`config.mk`:
```
export PLATFORM = sky130hd
export DESIGN_NAME = i2c_target
export DESIGN_NICKNAME = d
export VERILOG_FILES = /design/src/verilog/i2c_target.v
export VERILOG_INCLUDE_DIRS = /design/src /design/src/verilog
export SDC_FILE = /design/constraint.sdc
export NUM_CORES = 1
export LEC_CHECK = 0
export BUFFER_PORTS_ARGS = -buffer_cell sky130_fd_sc_hd__buf_2
export CORE_MARGIN = 2
export CORE_UTILIZATION = 32
export CTS_CLUSTER_DIAMETER = 120
export DETAILED_ROUTE_END_ITERATION = 10
export PLACE_DENSITY = 0.51
export SKIP_CTS_REPAIR_TIMING = 1
export SYNTH_ARGS = -nofsm -noshare
export SYNTH_HDL_FRONTEND = slang
export SYNTH_SLANG_ARGS = --single-unit
```
`constraint.sdc`:
```
create_clock -name ref_clk -period 2.7 [get_ports ref_clk]
set_input_delay 0.27 -clock ref_clk [delete_from_list [all_inputs] [get_ports ref_clk]]
set_output_delay 0.27 -clock ref_clk [all_outputs]
set_load 0.02 [all_outputs]
```
`src/verilog/i2c_target_defines.vh`:
```
// Constants of the two-wire target block: register offsets, field positions, reset values.
// Assumes inclusion by bare name from the design file; definitions only.
`ifndef I2C_TARGET_DEFINES_VH
`define I2C_TARGET_DEFINES_VH
// ==========================================================================
// Register indices and byte addresses
`define REG_IDX_OWN_ID 8'h0C
`define REG_IDX_SHIFT_DATA 8'h0D
`define REG_IDX_ID_MASK 8'h0E
`define REG_IDX_CTRL 8'h0A
`define REG_IDX_STATUS 8'h0B
`define REG_IDX_IRQ_MASK 8'h10
`define ADDR_OWN_ID 8'h30
`define ADDR_SHIFT_DATA 8'h34
`define ADDR_ID_MASK 8'h38
`define ADDR_CTRL 8'h28
`define ADDR_STATUS 8'h2C
`define ADDR_IRQ_MASK 8'h40
// ==========================================================================
// Reset values
`define RST_OWN_ID 8'h00
`define RST_SHIFT_DATA 8'h00
`define RST_ID_MASK 8'h00
`define RST_IRQ_MASK 8'h00
// ==========================================================================
// Field positions
`define ST_BYTE_DONE 7
`define ST_MATCH_STOP 6
`define ST_STRETCH 5
`define ST_RX_ACK 4
`define ST_DIR 1
`define ST_CAUSE 0
`define CTRL_REPLY 2
`define MASK_DUAL 0
`define GC_ENABLE 0
`define TENBIT_PREFIX 5'h1E
`define AXI_OKAY 2'h0
`define AXI_SLVERR 2'h2
`endif

```
`src/verilog/i2c_target.v`:
```
// Two-wire bus target: address match, direction and cause flags, shift data access.
// Assumes an AXI4-Lite master on ref_clk and pins sampled from outside the clock domain.
// How it works
// - Direction flag holds read/write bit of the last matched address byte received.
// - Cause bit reads zero after a stop that ends an addressed transfer, one after address match.
// - Match-or-stop flag sets when received address is recognised.
// - Own address bits 7:1 compared; bit 0 enables general call.
// - Data register is the physical bus shift register.
// - Software writes to data are ignored while a byte shifts.
// - Data valid or accepted only while clock is stretched.
// - Data access while stretched starts the next bus operation.
// - Dual select zero: mask ones force address bits to match.
// - Dual select one: mask field is a second full address.
// - Mask register holds address in bits 7:1, select in bit 0.
// - Reply choice zero sends ACK, one sends NACK.
// - Stretch indicator and clock low while an event flag is set.
// - Byte-done flag clears on data access or valid command.
//
// Implementation choice: the AXI4-Lite register port.
`timescale 1ns/1ps
`include "i2c_target_defines.vh"
module i2c_target #(
    parameter AW = 8
) (
    input wire ref_clk,
    input wire rst_n,
    input wire [AW-1:0] s_axi_awaddr,
    input wire s_axi_awvalid,
    output wire s_axi_awready,
    input wire [31:0] s_axi_wdata,
    input wire [3:0] s_axi_wstrb,
    input wire s_axi_wvalid,
    output wire s_axi_wready,
    output reg [1:0] s_axi_bresp,
    output reg s_axi_bvalid,
    input wire s_axi_bready,
    input wire [AW-1:0] s_axi_araddr,
    input wire s_axi_arvalid,
    output wire s_axi_arready,
    output reg [31:0] s_axi_rdata,
    output reg [1:0] s_axi_rresp,
    output reg s_axi_rvalid,
    input wire s_axi_rready,
    input wire scl_in,
    output wire scl_out,
    output wire scl_oe_n,
    input wire sda_in,
    output wire sda_out,
    output wire sda_oe_n,
    output wire irq
);
// ==========================================================================
// Pin synchronisers and bus condition detection
reg [1:0] scl_sync;
reg [1:0] sda_sync;
reg scl_q;
reg sda_q;
always @(posedge ref_clk or negedge rst_n) begin
    if (!rst_n) begin
        scl_sync <= 2'b11;
        sda_sync <= 2'b11;
        scl_q <= 1'b1;
        sda_q <= 1'b1;
    end else begin
        scl_sync <= {scl_sync[0], scl_in};
        sda_sync <= {sda_sync[0], sda_in};
        scl_q <= scl_sync[1];
        sda_q <= sda_sync[1];
    end
end
wire scl_rise = scl_sync[1] & ~scl_q;
wire scl_fall = ~scl_sync[1] & scl_q;
wire start_cond = scl_sync[1] & scl_q & sda_q & ~sda_sync[1];
wire stop_cond = scl_sync[1] & scl_q & ~sda_q & sda_sync[1];
// ==========================================================================
// Registers
reg [7:0] own_id_reg;
reg [7:0] shift_data_reg;
reg [7:0] id_mask_reg;
reg [7:0] irq_mask;
reg reply_choice;
reg byte_done_flag;
reg match_or_stop_flag;
reg match_cause_bit;
reg dir_flag;
reg rx_ack;
wire scl_stretch_active = byte_done_flag | match_or_stop_flag;
reg scl_hold;
// The pin is pulled only once the clock is low, so a high phase already begun is never cut short.
always @(posedge ref_clk or negedge rst_n) begin
    if (!rst_n)
        scl_hold <= 1'b0;
    else
        scl_hold <= scl_stretch_active & (scl_hold | ~scl_sync[1]);
end
wire [7:0] status = {byte_done_flag, match_or_stop_flag, scl_stretch_active, rx_ack,
                     2'b00, dir_flag, match_cause_bit};
assign irq = |(status & irq_mask);
// ==========================================================================
// Address match
function addr_hit;
    input [7:0] rx;
    input [7:0] own;
    input [7:0] msk;
    begin
        if (msk[`MASK_DUAL])
            addr_hit = (rx[7:1] == own[7:1]) | (rx[7:1] == msk[7:1]);
        else
            addr_hit = &(~(rx[7:1] ^ own[7:1]) | msk[7:1]);
    end
endfunction
// ==========================================================================
// Bus state machine
localparam ST_IDLE = 6'b000001;
localparam ST_ADDR = 6'b000010;
localparam ST_AACK = 6'b000100;
localparam ST_HOLD = 6'b001000;
localparam ST_DATA = 6'b010000;
localparam ST_DACK = 6'b100000;
reg [5:0] state;
reg [3:0] bit_cnt;
reg sda_low;
reg send_nack;
reg addressed;
wire busy = (state == ST_ADDR) | (state == ST_DATA);
// Software access handshakes: a write is taken when both channels are present, a read on its address alone.
wire wr_go = s_axi_awvalid & s_axi_wvalid & ~s_axi_bvalid;
wire rd_go = s_axi_arvalid & ~s_axi_rvalid;
assign s_axi_awready = wr_go;
assign s_axi_wready = wr_go;
assign s_axi_arready = rd_go;
wire wr_data = wr_go & (s_axi_awaddr == `ADDR_SHIFT_DATA) & s_axi_wstrb[0];
wire rd_data = rd_go & (s_axi_araddr == `ADDR_SHIFT_DATA);
wire wr_ctrl = wr_go & (s_axi_awaddr == `ADDR_CTRL) & s_axi_wstrb[0];
wire wr_stat = wr_go & (s_axi_awaddr == `ADDR_STATUS) & s_axi_wstrb[0];
// Data access only counts while the clock is stretched.
wire data_kick = (rd_data | wr_data) & scl_stretch_active & (state == ST_HOLD);
wire cmd_kick = wr_ctrl & s_axi_wdata[1] & scl_stretch_active;
wire kick = data_kick | cmd_kick;
wire [7:0] rx_byte = {shift_data_reg[6:0], sda_sync[1]};
wire gc_hit = (rx_byte == 8'h00) & own_id_reg[`GC_ENABLE];
wire id_hit = addr_hit(rx_byte, own_id_reg, id_mask_reg) | gc_hit;
always @(posedge ref_clk or negedge rst_n) begin
    if (!rst_n) begin
        state <= ST_IDLE;
        bit_cnt <= 4'h0;
        sda_low <= 1'b0;
        send_nack <= 1'b0;
        addressed <= 1'b0;
        shift_data_reg <= `RST_SHIFT_DATA;
        byte_done_flag <= 1'b0;
        match_or_stop_flag <= 1'b0;
        match_cause_bit <= 1'b0;
        dir_flag <= 1'b0;
        rx_ack <= 1'b0;
    end else begin
        if (wr_stat & s_axi_wdata[`ST_BYTE_DONE])
            byte_done_flag <= 1'b0;
        if (wr_stat & s_axi_wdata[`ST_MATCH_STOP])
            match_or_stop_flag <= 1'b0;
        if (kick) begin
            byte_done_flag <= 1'b0;
            match_or_stop_flag <= 1'b0;
        end
        // Writes while shifting never reach the shift register.
        if (wr_data & ~busy & scl_stretch_active)
            shift_data_reg <= s_axi_wdata[7:0];
        if (start_cond) begin
            state <= ST_ADDR;
            bit_cnt <= 4'h0;
            sda_low <= 1'b0;
            addressed <= 1'b0;
        end else if (stop_cond) begin
            state <= ST_IDLE;
            sda_low <= 1'b0;
            addressed <= 1'b0;
            // A refused byte returns the machine to idle, so being addressed is kept apart.
            if (addressed) begin
                match_or_stop_flag <= 1'b1;
                match_cause_bit <= 1'b0;
            end
        end else begin
            case (state)
            ST_ADDR, ST_DATA: begin
                if (scl_rise & (state == ST_ADDR | ~dir_flag)) begin
                    shift_data_reg <= rx_byte;
                    bit_cnt <= bit_cnt + 4'h1;
                    if (bit_cnt == 4'h7) begin
                        if (state == ST_ADDR) begin
                            if (id_hit) begin
                                match_or_stop_flag <= 1'b1;
                                match_cause_bit <= 1'b1;
                                dir_flag <= sda_sync[1];
                                addressed <= 1'b1;
                                state <= ST_HOLD;
                            end else begin
                                state <= ST_IDLE;
                            end
                        end else begin
                            byte_done_flag <= 1'b1;
                            state <= ST_HOLD;
                        end
                    end
                end else if (scl_fall & (state == ST_DATA) & dir_flag) begin
                    sda_low <= ~shift_data_reg[7];
                    shift_data_reg <= {shift_data_reg[6:0], 1'b0};
                    bit_cnt <= bit_cnt + 4'h1;
                end else if (scl_rise & dir_flag & (bit_cnt == 4'h8)) begin
                    rx_ack <= sda_sync[1];
                    byte_done_flag <= 1'b1;
                    state <= ST_HOLD;
                end
            end
            ST_HOLD: begin
                if (kick) begin
                    send_nack <= reply_choice;
                    // After an address match or while receiving: drive the acknowledge.
                    if (~dir_flag | match_cause_bit) begin
                        sda_low <= ~reply_choice;
                        state <= ST_AACK;
                    end else begin
                        // Transmit: drive the first data bit, bit 7, onto the line.
                        sda_low <= ~shift_data_reg[7];
                        shift_data_reg <= {shift_data_reg[6:0], 1'b0};
                        bit_cnt <= 4'h1;
                        state <= ST_DATA;
                    end
                end
            end
            ST_AACK: begin
                if (scl_fall) begin
                    bit_cnt <= 4'h0;
                    if (send_nack) begin
                        sda_low <= 1'b0;
                        state <= ST_IDLE;
                    end else if (dir_flag) begin
                        sda_low <= 1'b0;
                        state <= ST_HOLD;
                        byte_done_flag <= 1'b1;
                    end else begin
                        sda_low <= 1'b0;
                        state <= ST_DATA;
                    end
                end
            end
            ST_DACK: state <= ST_IDLE;
            default: state <= ST_IDLE;
            endcase
            if ((state == ST_DATA) & dir_flag & scl_fall & (bit_cnt == 4'h8))
                sda_low <= 1'b0;
        end
    end
end
assign scl_out = 1'b0;
assign scl_oe_n = ~scl_hold;
assign sda_out = 1'b0;
assign sda_oe_n = ~sda_low;
// ==========================================================================
// Register bus writes and answers
reg [7:0] rd_mux;
always @* begin
    case (s_axi_araddr)
    `ADDR_OWN_ID: rd_mux = own_id_reg;
    `ADDR_SHIFT_DATA: rd_mux = shift_data_reg;
    `ADDR_ID_MASK: rd_mux = id_mask_reg;
    `ADDR_CTRL: rd_mux = {5'h00, reply_choice, 2'b00};
    `ADDR_STATUS: rd_mux = status;
    `ADDR_IRQ_MASK: rd_mux = irq_mask;
    default: rd_mux = 8'h00;
    endcase
end
function mapped;
    input [AW-1:0] a;
    begin
        mapped = (a == `ADDR_OWN_ID) | (a == `ADDR_SHIFT_DATA) | (a == `ADDR_ID_MASK) |
                 (a == `ADDR_CTRL) | (a == `ADDR_STATUS) | (a == `ADDR_IRQ_MASK);
    end
endfunction
always @(posedge ref_clk or negedge rst_n) begin
    if (!rst_n) begin
        own_id_reg <= `RST_OWN_ID;
        id_mask_reg <= `RST_ID_MASK;
        irq_mask <= `RST_IRQ_MASK;
        reply_choice <= 1'b0;
        s_axi_bvalid <= 1'b0;
        s_axi_bresp <= `AXI_OKAY;
        s_axi_rvalid <= 1'b0;
        s_axi_rresp <= `AXI_OKAY;
        s_axi_rdata <= 32'h00000000;
    end else begin
        if (wr_go & s_axi_wstrb[0]) begin
            if (s_axi_awaddr == `ADDR_OWN_ID)
                own_id_reg <= s_axi_wdata[7:0];
            if (s_axi_awaddr == `ADDR_ID_MASK)
                id_mask_reg <= s_axi_wdata[7:0];
            if (s_axi_awaddr == `ADDR_IRQ_MASK)
                irq_mask <= s_axi_wdata[7:0];
            if (s_axi_awaddr == `ADDR_CTRL)
                reply_choice <= s_axi_wdata[`CTRL_REPLY];
        end
        if (wr_go) begin
            s_axi_bvalid <= 1'b1;
            s_axi_bresp <= mapped(s_axi_awaddr) ? `AXI_OKAY : `AXI_SLVERR;
        end else if (s_axi_bready)
            s_axi_bvalid <= 1'b0;
        if (rd_go) begin
            s_axi_rvalid <= 1'b1;
            s_axi_rdata <= {24'h000000, rd_mux};
            s_axi_rresp <= mapped(s_axi_araddr) ? `AXI_OKAY : `AXI_SLVERR;
        end else if (s_axi_rready)
            s_axi_rvalid <= 1'b0;
    end
end
endmodule

```
==> results of run 1 <==
worst max-delay path: cells and delay by family, from the launching register on:
kind            cells  cell delay [ns]
flops               1             0.62
simple gates        3             0.59
compound gates      2             0.50
mux                 1             0.34
cells in the mapped netlist (all sizes together), types with 9 or more instances:
library cell / number
nand3: 9
nor3: 9
o21ai: 14
nor2: 17
xnor2: 10
mux2: 43
a21oi: 20
nand2: 26
buf: 35
a21o: 10
inv: 12
dfrtp: 62
power by group:
part	switching, uW	leakage, uW	internal (uW)
sequential	17.3	0.000925	1060
clock	449	0.000166	931
combinational	134	0.00122	53.9
total	601	0.00231	2040
cells by family (layout without fill, tap and decap cells):
kind of cell | count (synthesis) | in the layout | synth area share, %
AND/OR/NAND/NOR | 115 | 115 | 16.9
AO/OA/AOI/OAI | 93 | 93 | 16.7
flip-flops | 69 | 69 | 42.4
buffers and inverters | 50 | 84 | 7.65
multiplexers | 43 | 43 | 12.4
XOR/XNOR | 15 | 15 | 3.21
adder cells (fa/ha/maj) | 2 | 2 | 0.612
other | 1 | 28 | 0.0917
layer usage:
| layer | track usage [%] | wire [um] | up-vias |
|---|---|---|---|
| li1 | - | - | 1506 |
| met1 | 21.6 | 4730 | 1649 |
| met2 | 28.8 | 5470 | 106 |
| met3 | 3.45 | 471 | 15 |
| met4 | 5.80 | 221 | 0 |
| met5 | 0 | 0 | - |
path summary, 6_finish.rpt:
kind                                               endpoint  depth (start not counted)
worst max-delay path            shift_data_reg[4]$_DFF_PN0_                          6
worst min-delay path                  scl_sync[0]$_DFF_PN1_                          1
worst max register to register  shift_data_reg[4]$_DFF_PN0_                          6
worst min register to register        sda_sync[1]$_DFF_PN1_                          0
max in group asynchronous        s_axi_rresp[1]$_DFFE_PN0P_                          1
min in group asynchronous          s_axi_bvalid$_DFFE_PN0P_                          1
area by class of cell:
class / count / area, um2
repair buffers: 56 / 295
multi-input cells: 296 / 2140
clock inverters: 5 / 106
fillers: 1271 / 7780
flip-flops and latches: 69 / 1740
clock buffers: 11 / 243
inverters: 12 / 45.0
well taps: 172 / 215
through the flow:
| step | std cells | instance area (um2) | setup slack (ns) | hold WS (ns) | utilization, % |
|---|---|---|---|---|---|
| after detailed placement | 605 | 4440 | 0.440 | 0.349 | 35.3 |
| after global placement | 605 | 4440 | 0.462 | 0.347 | 35.3 |
| after floorplan | 415 | 4190 | 0.634 | -0.0256 | - |
| after global routing | 621 | 4780 | 0.298 | 0.0196 | 38.1 |
| final | 621 | 4780 | 0.536 | 0.0295 | 38.1 |
| after CTS | 621 | 4780 | 0.550 | 0.0174 | 38.1 |
==> run summary, run 1 <==
The flow ran to the end, and the final reports show no timing, DRC or antenna violations. The floorplan step set the die width to 117 um. Across the run, the number of max-cap violations was 0. The antenna diode count is 0.

STA classifies the critical path endpoint as a flip-flop. The gate count of the mapped netlist came out at 388. The final layout contains routed wiring with a total length of 10.9 mm. The number of global-route vias before repair was 3,274. The count of final hold-check violations came out at 0. The top cell type by area accounts for 37.9% of the synthesized area. The delay of the slowest critical-path stage came out at 0.62 ns. The count of vias placed by the detailed router came out at 3,276.

During placement, the flow inserted port buffers numbering 51. Of all cell types, the one taking the most synthesized area is dfrtp_1. The period utilization came out at 80.1%. The fraction of final layout cells with drive strength greater than 1 is 29.4%. TritonCTS built the clock tree.

The average vias per placed instance came out at 5.28. In this run the tightest slew margin relative to its limit is 39.6%. Summed over all failing endpoints, the final setup total negative slack is 0 ns. The Yosys warning count is 0. The HPWL after detailed placement is 7.84 mm. Of all nets on the critical path, the largest fanout is 9. The number of top-level design ports is 107. The netlist uses 68 different library cells.

The net count of the finished layout is 507. The floorplan die height is 117 um. The number of remaining DRC errors came out at 0. The register clock-pin slew on the reported worst setup and hold paths came out at 0.06 ns.

The worst voltage drop across the vdd grid came out at 332 uV. In this run the worst hold path is classified as in -> reg. At the end of routability-driven placement, the weighted congestion stood at 0.906. Row generation in the floorplan step produced 41 rows. In this run the standard cell core region covers 12,600 um2. The area growth from synthesis to layout is 16.9%.

The number of max-slew violations in the final report came out at 0. After detailed routing, the average wire length per cell comes to 17.5 um. The pin slew with the least headroom to its limit came out at 0.906 ns. The maximum clock skew at final layout is 0.00881 ns. The power density of the placed cells came out at 552 nW/um2. The kind of start point of the critical path is a flip-flop.

The reg-to-reg critical path startpoint is scl_sync[1]$_DFF_PN1_. Setup repair after global routing left no endpoint under its margin. The tree built by TritonCTS fans out to 69 sinks.

The highest achievable clock rate is 0.462 GHz. The leakage power came out at 0.00231 uW. The arrival time of data at the critical path endpoint is 2.38 ns. In this run, synthesis produced a sequential element count of 69.

The final setup violation count is 0. The count of nets left with antenna violations once routing finished came out at 0. In this run the number of H-tree levels came out at 3. After layout, the minimum clock period comes to 2.16 ns. The tree is rooted in a clkbuf_16. The wire length of the first global-routing pass came out at 17.7 mm. The required time of the critical path came out at 2.92 ns. The maximum number of pins on one net before global-route repair is 70. Before antenna repair, the detailed router went through 5 iterations. The most frequent standard cell in the layout excluding fill and tap cells is dfrtp_1. The slack of the worst reg-to-reg path came out at 0.54 ns. On the critical path, the stage with the largest delay is an instance of dfstp_2. Tracing the worst setup path back leads to its startpoint at scl_sync[1]$_DFF_PN1_. The first routing iteration left 244 violations. The global router's overall resource usage came out at 17.0%. The top flip-flop cell by instance count after synthesis is dfrtp_1. The number of flops mapped to enable cells by yosys came out at 0. The start point of the worst hold path is scl_in. The mean instance size in the synthesized netlist is 10.5 um2. The starting density of the core came out at 32.6%. After synthesis, the share of flip-flops with an asynchronous set or reset is 100%. Traced cell by cell, the critical path runs through and3b_1 > and3_1 > o31ai_1 > nor2_2 > o211ai_4 > mux2_4. The total congestion overflow is 0. After synthesis, flip-flops and latches occupy 42.4% of the total area. The later pin in the worst-skew pair is clocked with a latency of 0.33 ns.

The library cells used most frequently in the layout, excluding fill and tap cells, are dfrtp_1 (62), buf_2 (50), mux2_2 (37). Power comes to 2640 uW. The total standard cell area after synthesis is 4090 um2. The die footprint came out at 13,700 um2. Ranked by total cell area, the synthesized netlist is headed by dfrtp_1 (38%), mux2_2 (10%), buf_4 (5.5%).

The critical setup path kind is reg -> reg. The number of antenna violations at the first check in global routing is 0. The buffer depth of the longest clock path is 2. The number of buffers created by CTS came out at 9.
Note: power is estimated with default switching activity, not from simulation.
==> run 2: changes to the inputs <==
--- a/config.mk
+++ b/config.mk
@@ -11,7 +11,7 @@
 export CORE_UTILIZATION = 32
 export CTS_CLUSTER_DIAMETER = 120
 export DETAILED_ROUTE_END_ITERATION = 10
-export PLACE_DENSITY = 0.51
+export PLACE_DENSITY = 0.53
 export SKIP_CTS_REPAIR_TIMING = 1
 export SYNTH_ARGS = -nofsm -noshare
 export SYNTH_HDL_FRONTEND = slang
==> constraint.sdc (replaced) <==
create_clock -name ref_clk -period 1.9 [get_ports ref_clk]
set_input_delay 0.19 -clock ref_clk [delete_from_list [all_inputs] [get_ports ref_clk]]
set_output_delay 0.19 -clock ref_clk [all_outputs]
set_load 0.02 [all_outputs]
==> run 2 against run 1 <==
The run now ends with negative setup slack left. First-iteration DRC count shrank 15%. Sequential cell count is the same. Core utilization grew 7.0 points.
==> run summary, run 2 (synthesis results as in run 1) <==
The average vias per placed instance came out at 5.07 (-3.9%). The least setup slack across all paths after layout is -0.0949 ns (-0.631 ns). The highest fanout seen on the critical path is 8 (-1). The pin slew with the least headroom to its limit came out at 0.561 ns (-0.345 ns).

The number of clock sinks is 69 (unchanged). The flow ran to the end, but the final reports show violations. Leaving out fill and tap cells, the most frequent cell in the layout is buf_4. The highest achievable clock rate was 0.501 GHz (+8.5%). The number of antenna-violating nets in the routed design was 0 (unchanged). The slowest stage of the critical path is the dfrtp_2 cell. The sequential share of power is 42.2% (+1.6 points).

The standard-cell row count is 41 (unchanged). The worst-case hold path end point is s_axi_bvalid$_DFFE_PN0P_. The cell count of the worst reg-to-reg path came out at 6 (unchanged).

The critical path is of the reg -> reg type. The part of the total power dissipated in combinational logic came out at 10.1% (+3.0 points). The power density of the placed cells came out at 637 nW/um2 (+15%).

The number of max-slew violations in the final report came to 0 (unchanged). The count of fill cells added during filler insertion came out at 1,224 (-3.7%). The worst register-to-register path ends at shift_data_reg[3]$_DFF_PN0_. The count of vias placed by the detailed router came out at 3,560 (+8.7%).

The proportion of total power due to net switching is 24.4% (+1.7 points). The detailed placer's ending HPWL came out at 8.81 mm (+12%). The number of global-route vias before repair came to 3,569 (+9.0%). In this design, the largest share of critical-path delay is due to multiplexers. The total congestion overflow came to 0 (unchanged). The worst hold path begins at s_axi_bready. By instance count, the cell type seen most on the critical path is mux2_4. The slack of the worst reg-to-reg path was -0.09 ns (-0.63 ns). The count of input and output buffers came out at 51 (unchanged). The period utilization came to 105% (+25 points). The clock power share came out at 47.7% (-4.6 points). The path class of the tightest hold or removal check is in -> reg. The arrival time of data at the critical path endpoint came out at 2.21 ns (-0.17 ns). The number of remaining DRC errors came to 0 (unchanged). The remaining max-slew budget at the tightest pin came out at 62.6% (+23 points). The time the worst path needs with I/O delays and setup is 1.99 ns (-0.169 ns). The fraction of final layout cells with drive strength greater than 1 came out at 47.0% (+18 points). The total negative slack is -0.679 ns (-0.679 ns).

The wire length of the first global-routing pass came to 18.4 mm (+4.0%). The die footprint is 13,700 um2 (unchanged). The final core utilization is 45.0% (+7.0 points).

The startpoint identified for the worst register-to-register timing path is state[1]$_DFFE_PN0P_. The final reports fail on negative setup slack. The clock latency of the later-clocked register in the worst-skew pair came out at 0.34 ns (about the same). The worst setup path is launched from a flip-flop. The master cell of the clock root buffer is clkbuf_16. The first-pass iteration count of the detailed router was 5 (unchanged).

The antenna diode count is 0 (unchanged). The sequential standard cell area came to 1740 um2 (+0.43%). The number of violations of the max-capacitance limit came out at 0 (unchanged). The total routed wirelength is 11.8 mm (+7.9%). The internal power came out at 2730 uW (+34%). The area of the core region came out at 12,600 um2 (unchanged). The worst voltage drop across the vdd grid is 422 uV (+27%). The DRC marker count from the first detailed-route iteration was 207 (-15%). TritonCTS built the clock tree. The starting density of the core came out at 32.6% (unchanged).

The net switching component of the power came out at 880 uW (+47%). The routed length on met2 came out at 5.96 mm (+9.0%). The count of non-filler cells in the finished layout came out at 702 (+13%). The multi-input combinational cell area came to 2380 um2 (+11%). The number of buffers created by CTS is 9 (unchanged).

The maximum clock skew at final layout is 0.00816 ns (-0.000648 ns). Walking the worst path, the cells encountered are xor2_2 > nand2_1 > buf_4 > nand4b_4 > mux2_4 > mux2_4. The count of final hold-check violations is 0 (unchanged). The delay of the slowest critical-path stage is 0.49 ns (-0.13 ns). The required time of the critical path came to 2.12 ns (-0.80 ns). Setup repair after global routing could not meet its margin everywhere. The number of antenna violations at the first check in global routing came out at 0 (unchanged).

The leakage power came out at 0.00274 uW (+19%). STA classifies the critical path endpoint as a flip-flop. The number of placed instances with taps included is 677 (+12%). The final setup violation count came out at 10 (+10).

The worst hold path cell count came out at 2 (+1). The placer's final routability congestion estimate came to 0.951 (+4.9%). The depth of the CTS H-tree is 3 (unchanged).

The buffering stage count on the worst path with inverters included came out at 1 (+1). The per-cell routed wire length came out at 16.7 um (-4.6%). The detailed-route wire length on metal 1 is 5.01 mm (+6.0%). The post-layout net count came to 588 (+16%). The number of top-level design ports was 107 (unchanged).

The detailed route wirelength on metal3 is 509 um (+8.1%). The die extent in x came out at 117 um (unchanged). The buffer depth of the longest clock path came out at 2 (unchanged).

The top metal layer carrying routed signals is met4. The global router's overall resource usage is 18.0% (+1.0 points). The floorplan die height is 117 um (unchanged). In the layout the commonest cells are buf_4 (78), dfrtp_1 (56), buf_2 (50). Relative to the synthesized area, the layout overhead comes to 38.3%.

The register clock-pin slew on the reported worst setup and hold paths is 0.06 ns (about the same). The maximum number of pins on one net before global-route repair is 31 (-56%).
-- run 2: cell types whose count changed in the layout (fill, tap and decap cells not counted), sizes merged --
cell | previous run | this run
buf | 56 | 134
dlygate4sd3 | 0 | 3
bufinv | 3 | 1
clkinv | 0 | 2
clkbuf | 11 | 12
inv | 13 | 12
-- run 2: worst reg2reg max path, cell delays in order, from the launching register on --
cell      delay, ns
dfrtp_2        0.49
xor2_2         0.21
nand2_1        0.17
buf_4          0.16
nand4b_4       0.22
mux2_4         0.37
mux2_4         0.25
-- run 2: area by class of cell --
type                            instances  share of cell area, %
Multi-Input combinational cell        296                   42.1
Sequential cell                        69                   30.8
Timing Repair Buffer                  137                   17.1
Clock buffer                           12                   4.53
Tap cell                              172                   3.80
Clock inverter                          4                  0.840
Inverter                               12                  0.840
-- run 2: power by group through the flow --
| stage | logic (uW) | registers, uW | clock network (uW) |
|---|---|---|---|
| floorplan | 191 | 1550 | 0 |
| global placement | 331 | 1550 | 0 |
| detailed placement | 336 | 1550 | 0 |
| CTS | 337 | 1520 | 1770 |
| global route | 404 | 1520 | 1840 |
| finish | 364 | 1520 | 1720 |
-- run 2: routing by layer --
layer,track usage [%],vias up
met5,0,-
met4,7.84,0
met3,3.24,21
met2,30.2,109
met1,22.7,1761
li1,-,1669
-- run 2: through the flow --
| step | power [uW] | area (um2) | setup WS [ns] | hold WS (ns) |
|---|---|---|---|---|
| after CTS | 3620 | 5360 | -0.124 | -0.145 |
| after floorplan | 1740 | 4220 | 0.00405 | -0.106 |
| after detailed placement | 1880 | 5050 | -0.108 | 0.215 |
| after global routing | 3760 | 5660 | -0.161 | 0.0404 |
| final | 3610 | 5660 | -0.0949 | 0.0274 |
| after global placement | 1880 | 5050 | -0.0878 | 0.210 |
-- run 2: how the worst max path moves through the flow --
stage	startpoint	end	slack (ns)	cells past startpoint
after detailed placement	state[3]$_DFFE_PN0P_	state[3]$_DFFE_PN0P_	-0.11	7
final	state[1]$_DFFE_PN0P_	shift_data_reg[3]$_DFF_PN0_	-0.09	6
after CTS	scl_sync[1]$_DFF_PN1_	bit_cnt[3]$_DFFE_PN0P_	-0.12	6
after global placement	state[4]$_DFFE_PN0P_	bit_cnt[2]$_DFFE_PN0P_	-0.09	6
after global routing	scl_q$_DFF_PN1_	shift_data_reg[1]$_DFF_PN0_	-0.16	6
after floorplan	s_axi_bvalid$_DFFE_PN0P_	shift_data_reg[7]$_DFF_PN0_	0.004	8
